`src/rtl/iq_link_defines.svh`:
```
`ifndef IQ_LINK_DEFINES_SVH
`define IQ_LINK_DEFINES_SVH

// Timing
`define CLK_PERIOD_NS 40
`define LINK_PERIOD_NS 320
`define SAMPLE_DELAY_CYCLES 1

// Word layout
`define WORD_BITS 32
`define FIELD_BITS 14
`define ZERO_RUN_MIN 32
`define I_SYNC_DEFAULT 2'h2
`define Q_SYNC_DEFAULT 2'h1

// Sample rate dividers (195.3 ksample/s down to 19.5 ksample/s)
`define RATE_DIV_MIN 4'h1
`define RATE_DIV_MAX 4'hA

// Register byte offsets
`define OFF_CTRL 4'h0
`define OFF_RATE 4'h4
`define OFF_MODE 4'h8
`define OFF_STATUS 4'hC

// CTRL fields
`define CTRL_EEC_BIT 0
`define CTRL_CMHI_BIT 1
`define CTRL_CMV_LSB 2
`define CTRL_DRV_LSB 5
`define CTRL_SKEW_LSB 8

// RATE fields
`define RATE_TX_LSB 0
`define RATE_RX_LSB 8

// MODE fields
`define MODE_STATE_LSB 0
`define MODE_BAND_BIT 2

// STATUS fields
`define STAT_LOCK_BIT 0
`define STAT_OPEN_BIT 1
`define STAT_SYNCED_BIT 2
`define STAT_RXACT_BIT 3

// Reset values
`define CMV_RESET 3'h2
`define DRV_RESET 3'h2
`define SKEW_RESET 2'h0

`endif

```
`src/rtl/iq_link_pkg.sv`:
```
package iq_link_pkg;

  typedef enum logic [1:0] {
    transceiver_off_state = 2'h0,
    transmit_prepare_state = 2'h1,
    transmit_state = 2'h3,
    receive_state = 2'h2
  } radio_state_t;

  typedef enum logic [2:0] {
    deser_hunt = 3'h0,
    deser_i_data = 3'h1,
    deser_q_sync = 3'h3,
    deser_q_data = 3'h2,
    deser_gap = 3'h6
  } deser_state_t;

  typedef struct packed {
    logic [12:0] i;
    logic [12:0] q;
  } iq_sample_t;

  typedef struct packed {
    iq_sample_t sample;
    logic ctrl;
  } tx_word_t;

endpackage

```
`src/rtl/iq_serial_word_link.sv`:
```
// Implementation choices: the AHB-Lite register port and the placing of the registers.
`timescale 1ns/100ps
`include "iq_link_defines.svh"
module iq_serial_word_link
  import iq_link_pkg::*;
#(
  parameter int HALF_CYCLES = `LINK_PERIOD_NS / 2 / `CLK_PERIOD_NS,
  parameter logic [1:0] I_SYNC = `I_SYNC_DEFAULT,
  parameter logic [1:0] Q_SYNC = `Q_SYNC_DEFAULT
) (
  input wire logic hclk,
  input wire logic hresetn,
  input wire logic hsel,
  input wire logic [31:0] haddr,
  input wire logic [1:0] htrans,
  input wire logic hwrite,
  input wire logic [2:0] hsize,
  input wire logic [31:0] hwdata,
  input wire logic hready,
  output logic hreadyout,
  output logic [31:0] hrdata,
  output logic hresp,
  input wire logic baseband_forwarded_clock,
  input wire logic tx_serial_in,
  input wire logic open_input_detect,
  output logic device_forwarded_clock,
  output logic subghz_sample_out,
  output logic band2g4_sample_out,
  output logic tx_receiver_en,
  output logic device_clock_en,
  output logic subghz_drv_en,
  output logic band2g4_drv_en,
  output logic lvds_cm_high,
  output logic [2:0] lvds_cm_level,
  output logic [2:0] lvds_swing,
  input wire iq_sample_t rx_sample,
  input wire logic rx_valid,
  output logic rx_ready,
  output tx_word_t tx_sample,
  output logic tx_sample_valid
);

  localparam logic [7:0] HALF_LAST = 8'(HALF_CYCLES - 1);
  // One cycle early: the output register adds the other
  localparam logic [7:0] MID = 8'(HALF_CYCLES / 2 - 1);
  localparam logic [5:0] ZRUN_MIN = 6'(`ZERO_RUN_MIN);

  if (HALF_CYCLES < 4 || HALF_CYCLES > 255 || (HALF_CYCLES % 2) != 0) begin : g_bad_half
    $error("HALF_CYCLES must be even and within 4..255");
  end
  if (I_SYNC == 2'h0) begin : g_bad_sync
    $error("I_SYNC must not be all zero");
  end

  typedef struct packed {
    // Configuration and status
    logic eec;
    logic cm_high;
    logic [2:0] cmv;
    logic [2:0] drv;
    logic [1:0] skew_sel;
    logic [1:0] skew_act;
    logic [3:0] tx_div;
    logic [3:0] rx_div;
    radio_state_t radio;
    logic band24;
    logic lock_flag;
    // Bus slave
    logic ph_valid;
    logic ph_write;
    logic [3:0] ph_off;
    logic [31:0] rdata;
    // Synchronisers
    logic ck_s1;
    logic ck_s2;
    logic ck_s3;
    logic d_s1;
    logic d_s2;
    logic of_s1;
    logic of_s2;
    // Deserializer
    deser_state_t dstate;
    logic smp_pend;
    logic [2:0] smp_cnt;
    logic [3:0] bit_cnt;
    logic [31:0] shreg;
    logic [5:0] zrun;
    logic [5:0] zrun_prev;
    logic prev_bit;
    tx_word_t tx_out;
    logic tx_valid;
    // Serializer
    logic [7:0] half_cnt;
    logic lclk;
    logic [4:0] bit_idx;
    logic [3:0] slot;
    logic [31:0] sreg;
    logic sub_out;
    logic b24_out;
  } state_t;

  state_t state_reg;
  state_t state_next;

  logic addr_ok;
  logic tx_link_on;
  logic clk_on;
  logic rx_link_on;
  logic ck_edge;
  logic bit_take;
  logic bit_in;
  logic [1:0] pair;
  logic [31:0] sh_new;
  logic [7:0] launch_pt;
  logic launch;
  logic word_start;
  logic data_slot;
  logic [31:0] load_word;

  always_comb begin
    state_next = state_reg;

    addr_ok = hsel && hready && htrans[1];
    tx_link_on = (state_reg.radio == transmit_prepare_state) || (state_reg.radio == transmit_state);
    clk_on = tx_link_on || (state_reg.radio == receive_state);
    rx_link_on = state_reg.radio == receive_state;

    // Data phase of a write
    if (state_reg.ph_valid && state_reg.ph_write) begin
      case (state_reg.ph_off)
        `OFF_CTRL: begin
          state_next.eec = hwdata[`CTRL_EEC_BIT];
          state_next.cm_high = hwdata[`CTRL_CMHI_BIT];
          state_next.cmv = hwdata[`CTRL_CMV_LSB +: 3];
          state_next.drv = hwdata[`CTRL_DRV_LSB +: 3];
          state_next.skew_sel = hwdata[`CTRL_SKEW_LSB +: 2];
        end
        `OFF_RATE: begin
          // Out-of-range dividers are ignored, keeping the old rate
          if (hwdata[`RATE_TX_LSB +: 4] >= `RATE_DIV_MIN && hwdata[`RATE_TX_LSB +: 4] <= `RATE_DIV_MAX) begin
            state_next.tx_div = hwdata[`RATE_TX_LSB +: 4];
          end
          if (hwdata[`RATE_RX_LSB +: 4] >= `RATE_DIV_MIN && hwdata[`RATE_RX_LSB +: 4] <= `RATE_DIV_MAX) begin
            state_next.rx_div = hwdata[`RATE_RX_LSB +: 4];
          end
        end
        `OFF_MODE: begin
          state_next.radio = radio_state_t'(hwdata[`MODE_STATE_LSB +: 2]);
          state_next.band24 = hwdata[`MODE_BAND_BIT];
        end
        default: begin
        end
      endcase
    end

    // Address phase; read data reflects a write landing this cycle
    state_next.ph_valid = addr_ok;
    state_next.ph_write = addr_ok && hwrite && haddr[31:4] == 28'h000_0000;
    state_next.ph_off = addr_ok ? {haddr[3:2], 2'h0} : state_reg.ph_off;
    state_next.rdata = 32'h0000_0000;
    if (addr_ok && !hwrite && haddr[31:4] == 28'h000_0000) begin
      case ({haddr[3:2], 2'h0})
        `OFF_CTRL: begin
          state_next.rdata[`CTRL_EEC_BIT] = state_next.eec;
          state_next.rdata[`CTRL_CMHI_BIT] = state_next.cm_high;
          state_next.rdata[`CTRL_CMV_LSB +: 3] = state_next.cmv;
          state_next.rdata[`CTRL_DRV_LSB +: 3] = state_next.drv;
          state_next.rdata[`CTRL_SKEW_LSB +: 2] = state_next.skew_sel;
        end
        `OFF_RATE: begin
          state_next.rdata[`RATE_TX_LSB +: 4] = state_next.tx_div;
          state_next.rdata[`RATE_RX_LSB +: 4] = state_next.rx_div;
        end
        `OFF_MODE: begin
          state_next.rdata[`MODE_STATE_LSB +: 2] = state_next.radio;
          state_next.rdata[`MODE_BAND_BIT] = state_next.band24;
        end
        `OFF_STATUS: begin
          state_next.rdata[`STAT_LOCK_BIT] = state_reg.lock_flag;
          state_next.rdata[`STAT_OPEN_BIT] = state_reg.of_s2;
          state_next.rdata[`STAT_SYNCED_BIT] = state_reg.dstate != deser_hunt;
          state_next.rdata[`STAT_RXACT_BIT] = rx_link_on;
          state_next.lock_flag = 1'b0;
        end
        default: begin
        end
      endcase
    end
    if (!addr_ok || hwrite) begin
      state_next.rdata = state_reg.rdata;
    end

    // Skew only follows its setting while the links are down
    if (state_reg.radio == transceiver_off_state) begin
      state_next.skew_act = state_reg.skew_sel;
    end

    // Synchronisers
    state_next.ck_s1 = baseband_forwarded_clock;
    state_next.ck_s2 = state_reg.ck_s1;
    state_next.ck_s3 = state_reg.ck_s2;
    state_next.d_s1 = tx_serial_in;
    state_next.d_s2 = state_reg.d_s1;
    state_next.of_s1 = open_input_detect;
    state_next.of_s2 = state_reg.of_s1;

    // Transmit deserializer: bit taken a little after each edge of either polarity
    ck_edge = state_reg.ck_s2 != state_reg.ck_s3;
    bit_take = state_reg.smp_pend && state_reg.smp_cnt == 3'h0;
    bit_in = state_reg.d_s2;
    pair = {state_reg.prev_bit, bit_in};
    sh_new = {state_reg.shreg[30:0], bit_in};
    state_next.tx_valid = 1'b0;
    if (ck_edge) begin
      state_next.smp_pend = 1'b1;
      state_next.smp_cnt = 3'(`SAMPLE_DELAY_CYCLES);
    end else if (state_reg.smp_pend) begin
      state_next.smp_cnt = state_reg.smp_cnt - 3'h1;
      if (bit_take) begin
        state_next.smp_pend = 1'b0;
      end
    end

    if (!tx_link_on) begin
      state_next.dstate = deser_hunt;
      state_next.bit_cnt = 4'h0;
      state_next.zrun = 6'h00;
      state_next.zrun_prev = 6'h00;
      state_next.prev_bit = 1'b0;
      state_next.smp_pend = 1'b0;
    end else if (bit_take) begin
      state_next.shreg = sh_new;
      state_next.prev_bit = bit_in;
      state_next.zrun_prev = state_reg.zrun;
      if (bit_in) begin
        state_next.zrun = 6'h00;
      end else if (state_reg.zrun != 6'h3F) begin
        state_next.zrun = state_reg.zrun + 6'h01;
      end
      case (state_reg.dstate)
        deser_hunt: begin
          if (pair == I_SYNC && state_reg.zrun_prev >= ZRUN_MIN) begin
            state_next.dstate = deser_i_data;
            state_next.bit_cnt = 4'h0;
          end
        end
        deser_i_data: begin
          if (state_reg.bit_cnt == 4'(`FIELD_BITS - 1)) begin
            state_next.dstate = deser_q_sync;
            state_next.bit_cnt = 4'h0;
          end else begin
            state_next.bit_cnt = state_reg.bit_cnt + 4'h1;
          end
        end
        deser_q_sync: begin
          if (state_reg.bit_cnt == 4'h1) begin
            state_next.bit_cnt = 4'h0;
            state_next.dstate = (pair == Q_SYNC) ? deser_q_data : deser_hunt;
          end else begin
            state_next.bit_cnt = 4'h1;
          end
        end
        deser_q_data: begin
          if (state_reg.bit_cnt == 4'(`FIELD_BITS - 1)) begin
            state_next.dstate = deser_gap;
            state_next.bit_cnt = 4'h0;
            state_next.zrun = 6'h00;
            state_next.tx_valid = 1'b1;
            state_next.tx_out.sample.i = sh_new[29:17];
            state_next.tx_out.sample.q = sh_new[13:1];
            state_next.tx_out.ctrl = state_reg.eec && sh_new[16];
            state_next.lock_flag = 1'b1;
          end else begin
            state_next.bit_cnt = state_reg.bit_cnt + 4'h1;
          end
        end
        deser_gap: begin
          // Back-to-back word keeps lock; a zero gap or anything else drops back to hunt
          if (state_reg.bit_cnt == 4'h1) begin
            state_next.bit_cnt = 4'h0;
            state_next.dstate = (pair == I_SYNC) ? deser_i_data : deser_hunt;
          end else begin
            state_next.bit_cnt = 4'h1;
          end
        end
        default: begin
          state_next.dstate = deser_hunt;
        end
      endcase
    end

    // Receive clock from a divider of hclk; data changes midway between edges, later by skew_act cycles up to the next edge
    launch_pt = MID + {6'h00, state_reg.skew_act};
    if (launch_pt > HALF_LAST) begin
      launch_pt = HALF_LAST;
    end
    launch = clk_on && state_reg.half_cnt == launch_pt;
    word_start = launch && state_reg.bit_idx == 5'h00 && !state_reg.lclk;
    data_slot = state_reg.slot == 4'h0;
    rx_ready = rx_link_on && word_start && data_slot;
    load_word = 32'h0000_0000;
    if (rx_ready && rx_valid) begin
      load_word = {I_SYNC, rx_sample.i, 1'b0, Q_SYNC, rx_sample.q, 1'b0};
    end
    if (!clk_on) begin
      state_next.half_cnt = 8'h00;
      state_next.lclk = 1'b0;
      state_next.bit_idx = 5'h00;
      state_next.slot = 4'h0;
      state_next.sreg = 32'h0000_0000;
      state_next.sub_out = 1'b0;
      state_next.b24_out = 1'b0;
    end else begin
      if (state_reg.half_cnt == HALF_LAST) begin
        state_next.half_cnt = 8'h00;
        state_next.lclk = !state_reg.lclk;
      end else begin
        state_next.half_cnt = state_reg.half_cnt + 8'h01;
      end
      if (launch) begin
        state_next.bit_idx = state_reg.bit_idx + 5'h01;
        if (word_start) begin
          state_next.sreg = {load_word[30:0], 1'b0};
          state_next.sub_out = rx_link_on && !state_reg.band24 && load_word[31];
          state_next.b24_out = rx_link_on && state_reg.band24 && load_word[31];
          state_next.slot = (state_reg.slot >= state_reg.rx_div - 4'h1) ? 4'h0 : state_reg.slot + 4'h1;
        end else begin
          state_next.sreg = {state_reg.sreg[30:0], 1'b0};
          state_next.sub_out = rx_link_on && !state_reg.band24 && state_reg.sreg[31];
          state_next.b24_out = rx_link_on && state_reg.band24 && state_reg.sreg[31];
        end
      end
    end
  end

  always_ff @(posedge hclk or negedge hresetn) begin
    if (!hresetn) begin
      state_reg <= '0;
      state_reg.cmv <= `CMV_RESET;
      state_reg.drv <= `DRV_RESET;
      state_reg.skew_sel <= `SKEW_RESET;
      state_reg.skew_act <= `SKEW_RESET;
      state_reg.tx_div <= `RATE_DIV_MIN;
      state_reg.rx_div <= `RATE_DIV_MIN;
      state_reg.radio <= transceiver_off_state;
      state_reg.dstate <= deser_hunt;
    end else begin
      state_reg <= state_next;
    end
  end

  assign hreadyout = 1'b1;
  assign hresp = 1'b0;
  assign hrdata = state_reg.rdata;
  assign device_forwarded_clock = state_reg.lclk;
  assign subghz_sample_out = state_reg.sub_out;
  assign band2g4_sample_out = state_reg.b24_out;
  assign tx_receiver_en = tx_link_on;
  assign device_clock_en = clk_on;
  assign subghz_drv_en = rx_link_on && !state_reg.band24;
  assign band2g4_drv_en = rx_link_on && state_reg.band24;
  assign lvds_cm_high = state_reg.cm_high;
  assign lvds_cm_level = state_reg.cm_high ? 3'h0 : state_reg.cmv;
  assign lvds_swing = state_reg.drv;
  assign tx_sample = state_reg.tx_out;
  assign tx_sample_valid = state_reg.tx_valid;

endmodule // iq_serial_word_link

```
`config.mk`:
```
export PLATFORM = sky130hd
export DESIGN_NAME = iq_serial_word_link
export DESIGN_NICKNAME = d
export VERILOG_FILES = /design/src/rtl/iq_link_pkg.sv /design/src/rtl/iq_serial_word_link.sv
export VERILOG_INCLUDE_DIRS = /design/src /design/src/rtl
export SDC_FILE = /design/constraint.sdc
export NUM_CORES = 1
export LEC_CHECK = 0
export ABC_AREA = 1
export BUFFER_PORTS_ARGS = -buffer_cell sky130_fd_sc_hd__clkbuf_2
export CAP_MARGIN = 20
export CORE_MARGIN = 2
export CORE_UTILIZATION = 30
export DETAILED_ROUTE_END_ITERATION = 10
export PLACE_DENSITY = 0.53
export SYNTH_ARGS = -nofsm -noshare
export SYNTH_HDL_FRONTEND = slang
export SYNTH_SLANG_ARGS = --single-unit
```
`constraint.sdc`:
```
create_clock -name hclk -period 2.35 [get_ports hclk]
set_clock_uncertainty 0.15 [all_clocks]
set_input_delay 0.235 -clock hclk [delete_from_list [all_inputs] [get_ports hclk]]
set_output_delay 0.235 -clock hclk [all_outputs]
set_load 0.03 [all_outputs]
```
### After elaboration in Yosys (flattened, before gate mapping)

Index checks and enable logic that the tools add are counted.

| storage, ports and cells | value |
|---|---|
| flip-flop bits (word level) | 183 |
| output and inout port bits | 77 |

| cells by class | value |
|---|---|
| add/subtract/negate cells | 8 |
| order comparisons | 7 |
| equal/unequal tests | 30 |
| mux-type cells | 57 |
| reduce and logical (&&, ||, !) cells | 48 |

Operator list:

| kind | number |
|---|---|
| $mux 77 | 1 |
| $mux 28 | 2 |
| $mux 52 | 1 |
| $mux 43 | 1 |
| $mux 4 | 10 |
| $mux 34 | 1 |
| $mux 32 | 1 |
| $mux 3 | 10 |
| $logic_not 28->1 | 1 |
| $logic_and 1x1->1 | 24 |
| $mux 6 | 4 |
| $mux 10 | 2 |
| $mux 8 | 2 |
| $ne 3x3->1 const B | 5 |
| $pmux 3 s5 | 1 |
| $mux 13 | 1 |
| $eq 2x2->1 const B | 6 |
| $mux 1 | 12 |
| $mux 12 | 1 |
| $pmux 3 s4 | 1 |
| $pmux 4 s3 | 1 |
| $mux 11 | 1 |
| $add 4x1->4 const B | 2 |
| $add 8x1->8 const B | 1 |
| 38 further kinds | 58 |

### Longest topological paths before layout

Gate-level depths: netlist of run 1.

| depth | value |
|---|---|
| depth in word-level cells | 15 |
| gate-level depth with buffers | 11 |
| mapped depth without buffers | 11 |

### Worst setup path before layout of run 1

No wires, ideal clock.

| timing | value |
|---|---|
| path kind | reg-to-reg |
| start | reg state_reg[185] (netlist name) |
| end | reg state_reg[34] (netlist name) |
| library setup time | 127 ps |
| data arrival time | 1620 ps |
| data required time | 2073 ps |
| path slack | 453 ps |
| stages on the path, launching flop included | 11 |
| buffers on the path | 0 |
| period minus slack after synthesis | 1897 ps |
| cells stage by stage | dfstp_2 inv_1 ha_1 ha_1 inv_1 o21bai_1 nand3_1 nand3_1 nor2_1 nand3_1 o21ai_0 |

| on the way | value |
|---|---|
| cells in the longest elaborated chain, start to end | 6 |

RTL lines:

| what | line | text |
|---|---|---|
| from (decl) | iq_serial_word_link.sv:102 | `state_t state_reg;` |
| from (signal assigned) | iq_serial_word_link.sv:348 | `state_reg <= state_next;` |
| $sub 4x1->4 | iq_serial_word_link.sv:326 | `state_next.slot = (state_reg.slot >= state_reg.rx_div - 4'h1) ? 4'h0 : state_reg.slot + 4'h1;` |
| $ge 4x4->1 | iq_serial_word_link.sv:326 |  |
| $mux 4 | iq_serial_word_link.sv:326 |  |
| $mux 4 | iq_serial_word_link.sv:322 | `if (word_start) begin` |
| $mux 43 | iq_serial_word_link.sv:320 | `if (launch) begin` |
| $mux 52 | iq_serial_word_link.sv:305 | `if (!clk_on) begin` |

No other way between the ends. The select of a mux whose other input is x is not followed.
A chain may end at the register's enable or synchronous reset.

### Worst setup path after layout of run 1

| timing | value |
|---|---|
| start | reg state_reg[35] (netlist name) |
| end | out rx_ready |

| on the way | value |
|---|---|
| cells in the longest elaborated chain, start to end | 2 |

RTL lines:

| what | line | text |
|---|---|---|
| $logic_not 4->1 | iq_serial_word_link.sv:299 | `data_slot = state_reg.slot == 4'h0;` |
| $logic_and 1x1->1 | iq_serial_word_link.sv:300 | `rx_ready = rx_link_on && word_start && data_slot;` |
| to (decl) | iq_serial_word_link.sv:38 | `output logic rx_ready,` |

No other way between the ends.

==> results.ini, run 1 <==
[status]
outcome=complete, no violations

[layout]
drive_gt1_frac=0.174
fin_util=0.368
nets=1296
diodes=0
final_common_cell=nand2_1
fillers=2879
final_cell_mix=266 x nand2_1, 169 x dfrtp_1, 130 x inv_1, 130 x clkbuf_2, 93 x o21ai_0
largest_reg_flops=91
area_growth_pct=20.0
regArea_um2=4330
multi_input_area_um2=3190

[logic_synthesis]
synthArstFlopShare=1.00
ys_ff_latch=173
synth_area_per_cell_um2=8.21
ys_types=40
synth_top_area_share=0.493
synth_ff_type=dfrtp_1
netlist_top_cells_area=dfrtp_1 49%, nand2_1 12%, buf_4 5.9%, inv_1 5.7%, o21ai_0 5.4%
synth-edff-count=0
yosys.area.top_type=dfrtp_1
synth_area_um2=8580
syn-instance-count=1046
ys_warn_count=0
ys_seq_area_frac=0.505

[clock_tree]
cts_tree=done
htree_num_levels=4
clock_latency_ns=0.43
clkTransAtPathRegs_ns=0.07
root_buffer=clkbuf_16
clk_path_buf_depth=2
cts_sinks=173
cts_buffers=17

[die]
coreArea_um2=28000
initial_utilization=0.306
num_io_pins=181
die_h_um=173
dieWidth_um=173
rows=61
dieArea_um2=30000

[hold_path]
hold_class=in -> reg

[power]
p_per_area_nw_per_um2=676
seqPwrFrac=0.467
power.switching_w=0.00209
total_power_w=0.00697
comb_power_share=0.120
p_int_w=0.00488
power.share.clock=0.413
max-vdd-ir-drop_mv=0.519
swShare=0.300
leakagePower_nw=5.26

[setup_path]
path_common_cell=inv_1
cpPeakStageDelay_ns=0.43
arrival_ns=1.82
cp.required_ns=1.97
cp-start-kind=register
cp_max_fo=4
path_cells=inv_1 > ha_1 > nand3_1 > nor2_4 > nand4_4 > inv_1 > clkbuf_4
crit_type=reg -> out
cp.buffers_inverters=3
cpMaxStageDelayCell=dfrtp_1
critPathCaptureType=primary output
crit_family=simple AND/OR/NAND/NOR gates

[drt]
drc_errors=0
drt_first_pass_iters=5
wire_per_inst_um=12.3
viasPerCell=4.32
ant_nets=0
wirelength_mm=19.3
drt_iter0_markers=615
dr_total_vias=6766

[timing]
worst_slew_pin_slew_ns=0.578
finalSetupTns_ns=0
max_freq_mhz=453
min_period_ns=2.21
period_share=0.940
rsz0062_at_grt=no
slew_viol_final=0
slew_headroom=0.613
final_hold_viol_count=0
final-setup-viol-count=0

[grt]
grt_pass1_wl_mm=33.4
antenna_found_initial=0
grt_overflow=0
grt_pass1_vias=6688
grt_max_degree=69
grt_util_all_layers=0.135

[flow_run]
cap_violations=0

[placed_design]
io_buffers=132
globalplace.congestion=0.792
detailed_place_hpwl_mm=13.7

## cell families (layout without fill, tap and decap cells)
family / count (synthesis) / after routing / synth area share
adders and majority gates: 15 / 15 / 0.0219
DFF: 173 / 173 / 0.505
AOI/OAI and AO/OA: 134 / 134 / 0.0815
buffers and inverters: 226 / 350 / 0.134
xor gates and xnor gates: 12 / 12 / 0.0122
other: 2 / 22 / 0.000875
and+or+nand+nor: 484 / 484 / 0.245
## Yosys cell counts, types with 5 or more instances
library cell / number
nor2_4: 6
nand2_1: 266
buf_6: 5
xnor2_1: 6
o21ai_0: 93
xor2_1: 6
nand4_1: 13
dfrtp_1: 169
buf_4: 68
nand3_1: 73
buf_2: 6
nor3_1: 11
nand2_2: 7
inv_1: 131
a21oi_1: 23
nor2_1: 91
ha_1: 15
clkbuf_1: 12
o21ai_1: 5
## what timing repair did
action,in CTS,in global routing
resized for setup,2,5
hold buffers,41,0
endpoints found under the hold margin,152,0
pin swaps,0,1
setup buffers,0,0
setup endpoints to repair,1,1
## stage by stage
stage / instance area [um2] / setup slack (ns) / hold slack (ns) / cells
3_3_place_gp: 9260 / 0.273 / 0.0213 / 1495
3_5_place_dp: 9260 / 0.257 / 0.0269 / 1495
2_1_floorplan: 8660 / 0.453 / -0.211 / 1066
5_1_grt: 10300 / 0.00246 / 0.0412 / 1568
4_1_cts: 10300 / 0.0379 / 0.0176 / 1568
6_report: 10300 / 0.142 / 0.0345 / 1568
## layer usage
metal | GRT usage | up-vias | routed length, um
li1 | - | 3476 | -
met2 | 0.214 | 155 | 8600
met5 | 0 | - | 0
met3 | 0.0321 | 16 | 917
met1 | 0.182 | 3119 | 9500
met4 | 0.0417 | 0 | 258
## final timing paths
check	start	end	slack [ns]	depth (start not counted)
hold reg to reg	state_next[141]	state_next[140]	0.21	0
max in group asynchronous	hresetn	tx_sample[4]	1.23	3
hold / removal	haddr[3]	state_reg[178]	0.03	3
setup reg to reg	state_reg[129]	tx_sample[26]	0.27	12
min in group asynchronous	hresetn	state_reg[28]	0.11	2
setup / recovery	state_reg[35]	rx_ready	0.14	7
## worst register-to-register path, delay by kind of cell (launching register included)
family / cells / cell delay (ns)
flops: 1 / 0.36
simple gates: 5 / 0.38
buf+inv: 5 / 0.72
fa+ha+maj: 2 / 0.38
## final cells by class
type | count | share of cell area
Clock buffer | 17 | 0.0413
Clock inverter | 15 | 0.0181
Inverter | 135 | 0.0494
Multi-Input combinational cell | 667 | 0.310
Sequential cell | 173 | 0.421
Tap cell | 378 | 0.0459
Timing Repair Buffer | 183 | 0.115
## power groups by stage
stage                     combinational [W]  sequential [W]  clock [W]
after detailed placement           0.000791         0.00331          0
after floorplan                    0.000551         0.00328          0
after CTS                          0.000854         0.00325    0.00296
final                              0.000834         0.00325    0.00288
after global placement             0.000789         0.00331          0
after global routing               0.000980         0.00328    0.00311
Power figures use the tool's default switching activity.
==> inputs of run 2 (changes only) <==
MAX_ROUTING_LAYER = met4   (was not set)
==> results.ini, run 2 (synthesis results as in run 1) <==
[timing]
slew_viol_final=0
worst_slew_pin_slew_ns=0.578
final-setup-viol-count=0
max_freq_mhz=451
final_hold_viol_count=0
period_share=0.944
min_period_ns=2.22
setup_ws_ns=0.131
slew_headroom=0.613

[die]
dieWidth_um=173
dieArea_um2=30000
initial_utilization=0.306
rows=61
die_h_um=173
num_io_pins=181
coreArea_um2=28000

[clock_tree]
htree_num_levels=4
cts_buffers=17
clk_path_buf_depth=2
clock_latency_ns=0.44
root_buffer=clkbuf_16
cts_tree=done
cts_sinks=173
post_cts_buffers=0
clkTransAtPathRegs_ns=0.07

[setup_path]
cp_max_fo=4
cp.required_ns=1.97
setup.worst_path.start=state_reg[35]
critPathCaptureType=primary output
arrival_ns=1.83
reg2reg_from=state_reg[129]
cp-start-kind=register
crit_type=reg -> out

[layout]
final_cell_mix=266 x nand2_1, 169 x dfrtp_1, 130 x inv_1, 130 x clkbuf_2, 93 x o21ai_0
nets=1296
layoutNonFillerInstCount=1568
area_growth_pct=20.0
drive_gt1_frac=0.174
largest_reg_flops=91
fillers=2879
fin_util=0.368
diodes=0
final_common_cell=nand2_1

[grt]
grt_max_degree=69
antenna_found_initial=0
grt_util_all_layers=0.139
grt_pass1_wl_mm=33.3
grt_pass1_vias=6693
grt_overflow=0

[drt]
drt_iter0_markers=596
drc_errors=0
dr_total_vias=6759
ant_nets=0
viasPerCell=4.31
wire_per_inst_um=12.3
drt_first_pass_iters=5
wirelength_mm=19.3

[placed_design]
detailed_place_hpwl_mm=13.7
dp_cells=1495
dp_slack_ns=0.257
io_buffers=132
globalplace.congestion=0.804

[power]
p_per_area_nw_per_um2=676
swShare=0.299
leakagePower_nw=5.26
comb_power_share=0.120
power.switching_w=0.00209
max-vdd-ir-drop_mv=0.520
seqPwrFrac=0.467
power.share.clock=0.413
p_int_w=0.00488

[flow_run]
cap_violations=0

[hold_path]
hold_class=in -> reg
worstHoldStart=haddr[3]

[status]
outcome=complete, no violations

-- run 2: cell counts in the layout (fill, tap and decap cells not counted) --
No cell type changed its count.
-- run 2: layout make-up --
class	count	area [um2]	share of cell area
clock buffer	17	425	0.0413
clock inverter	15	186	0.0181
inverter	135	509	0.0494
multi-input combinational	667	3190	0.310
sequential	173	4330	0.421
tap	378	473	0.0459
timing repair buffer	183	1180	0.115
-- run 2: worst paths after layout --
path	to	slack, ns	cells after the start
max	rx_ready	0.13	7
min	state_reg[178]	0.03	3
max reg2reg	tx_sample[26]	0.27	12
min reg2reg	state_next[140]	0.20	0
max in group asynchronous	tx_sample[4]	1.22	3
min in group asynchronous	state_reg[28]	0.11	2
-- run 2: metal layers --
layer  GRT usage  share of wire  vias up
met1       0.182           0.49     3097
met4      0.0417          0.012        0
met5           -              0        -
met3      0.0321          0.047       15
li1            -              -     3474
met2       0.214           0.45      173
-- run 2: critical path, cell delays in order, from the launching register on --
cell and delay, ns:
dfrtp_1 0.43, inv_1 0.09, ha_1 0.14, nand3_1 0.15, nor2_4 0.19, nand4_4 0.14
inv_1 0.08, clkbuf_4 0.18
-- run 2: per-stage QoR --
| step | hold slack [ns] | setup TNS [ns] | power, W | cell area, um2 |
|---|---|---|---|---|
| 2_1_floorplan | -0.211 | 0 | 0.00384 | 8660 |
| 3_3_place_gp | 0.0213 | 0 | 0.00410 | 9260 |
| 6_report | 0.0349 | 0 | 0.00697 | 10300 |
| 5_1_grt | 0.0384 | -0.000711 | 0.00738 | 10300 |
| 3_5_place_dp | 0.0269 | 0 | 0.00410 | 9260 |
| 4_1_cts | 0.0176 | 0 | 0.00707 | 10300 |
-- run 2: what timing repair did --
action / in CTS / in global routing
endpoints found under the hold margin: 152 / 0
gates resized for setup: 2 / 5
setup endpoints to repair: 1 / 1
pin swaps: 0 / 1
hold buffers: 41 / 0
gates cloned: 0 / 0
-- run 2: power by group through the flow --
stage	Combinational [W]	Sequential [W]	Clock, W
global route	0.000979	0.00328	0.00312
global placement	0.000789	0.00331	0
CTS	0.000854	0.00325	0.00296
floorplan	0.000551	0.00328	0
finish	0.000834	0.00326	0.00288
detailed placement	0.000791	0.00331	0
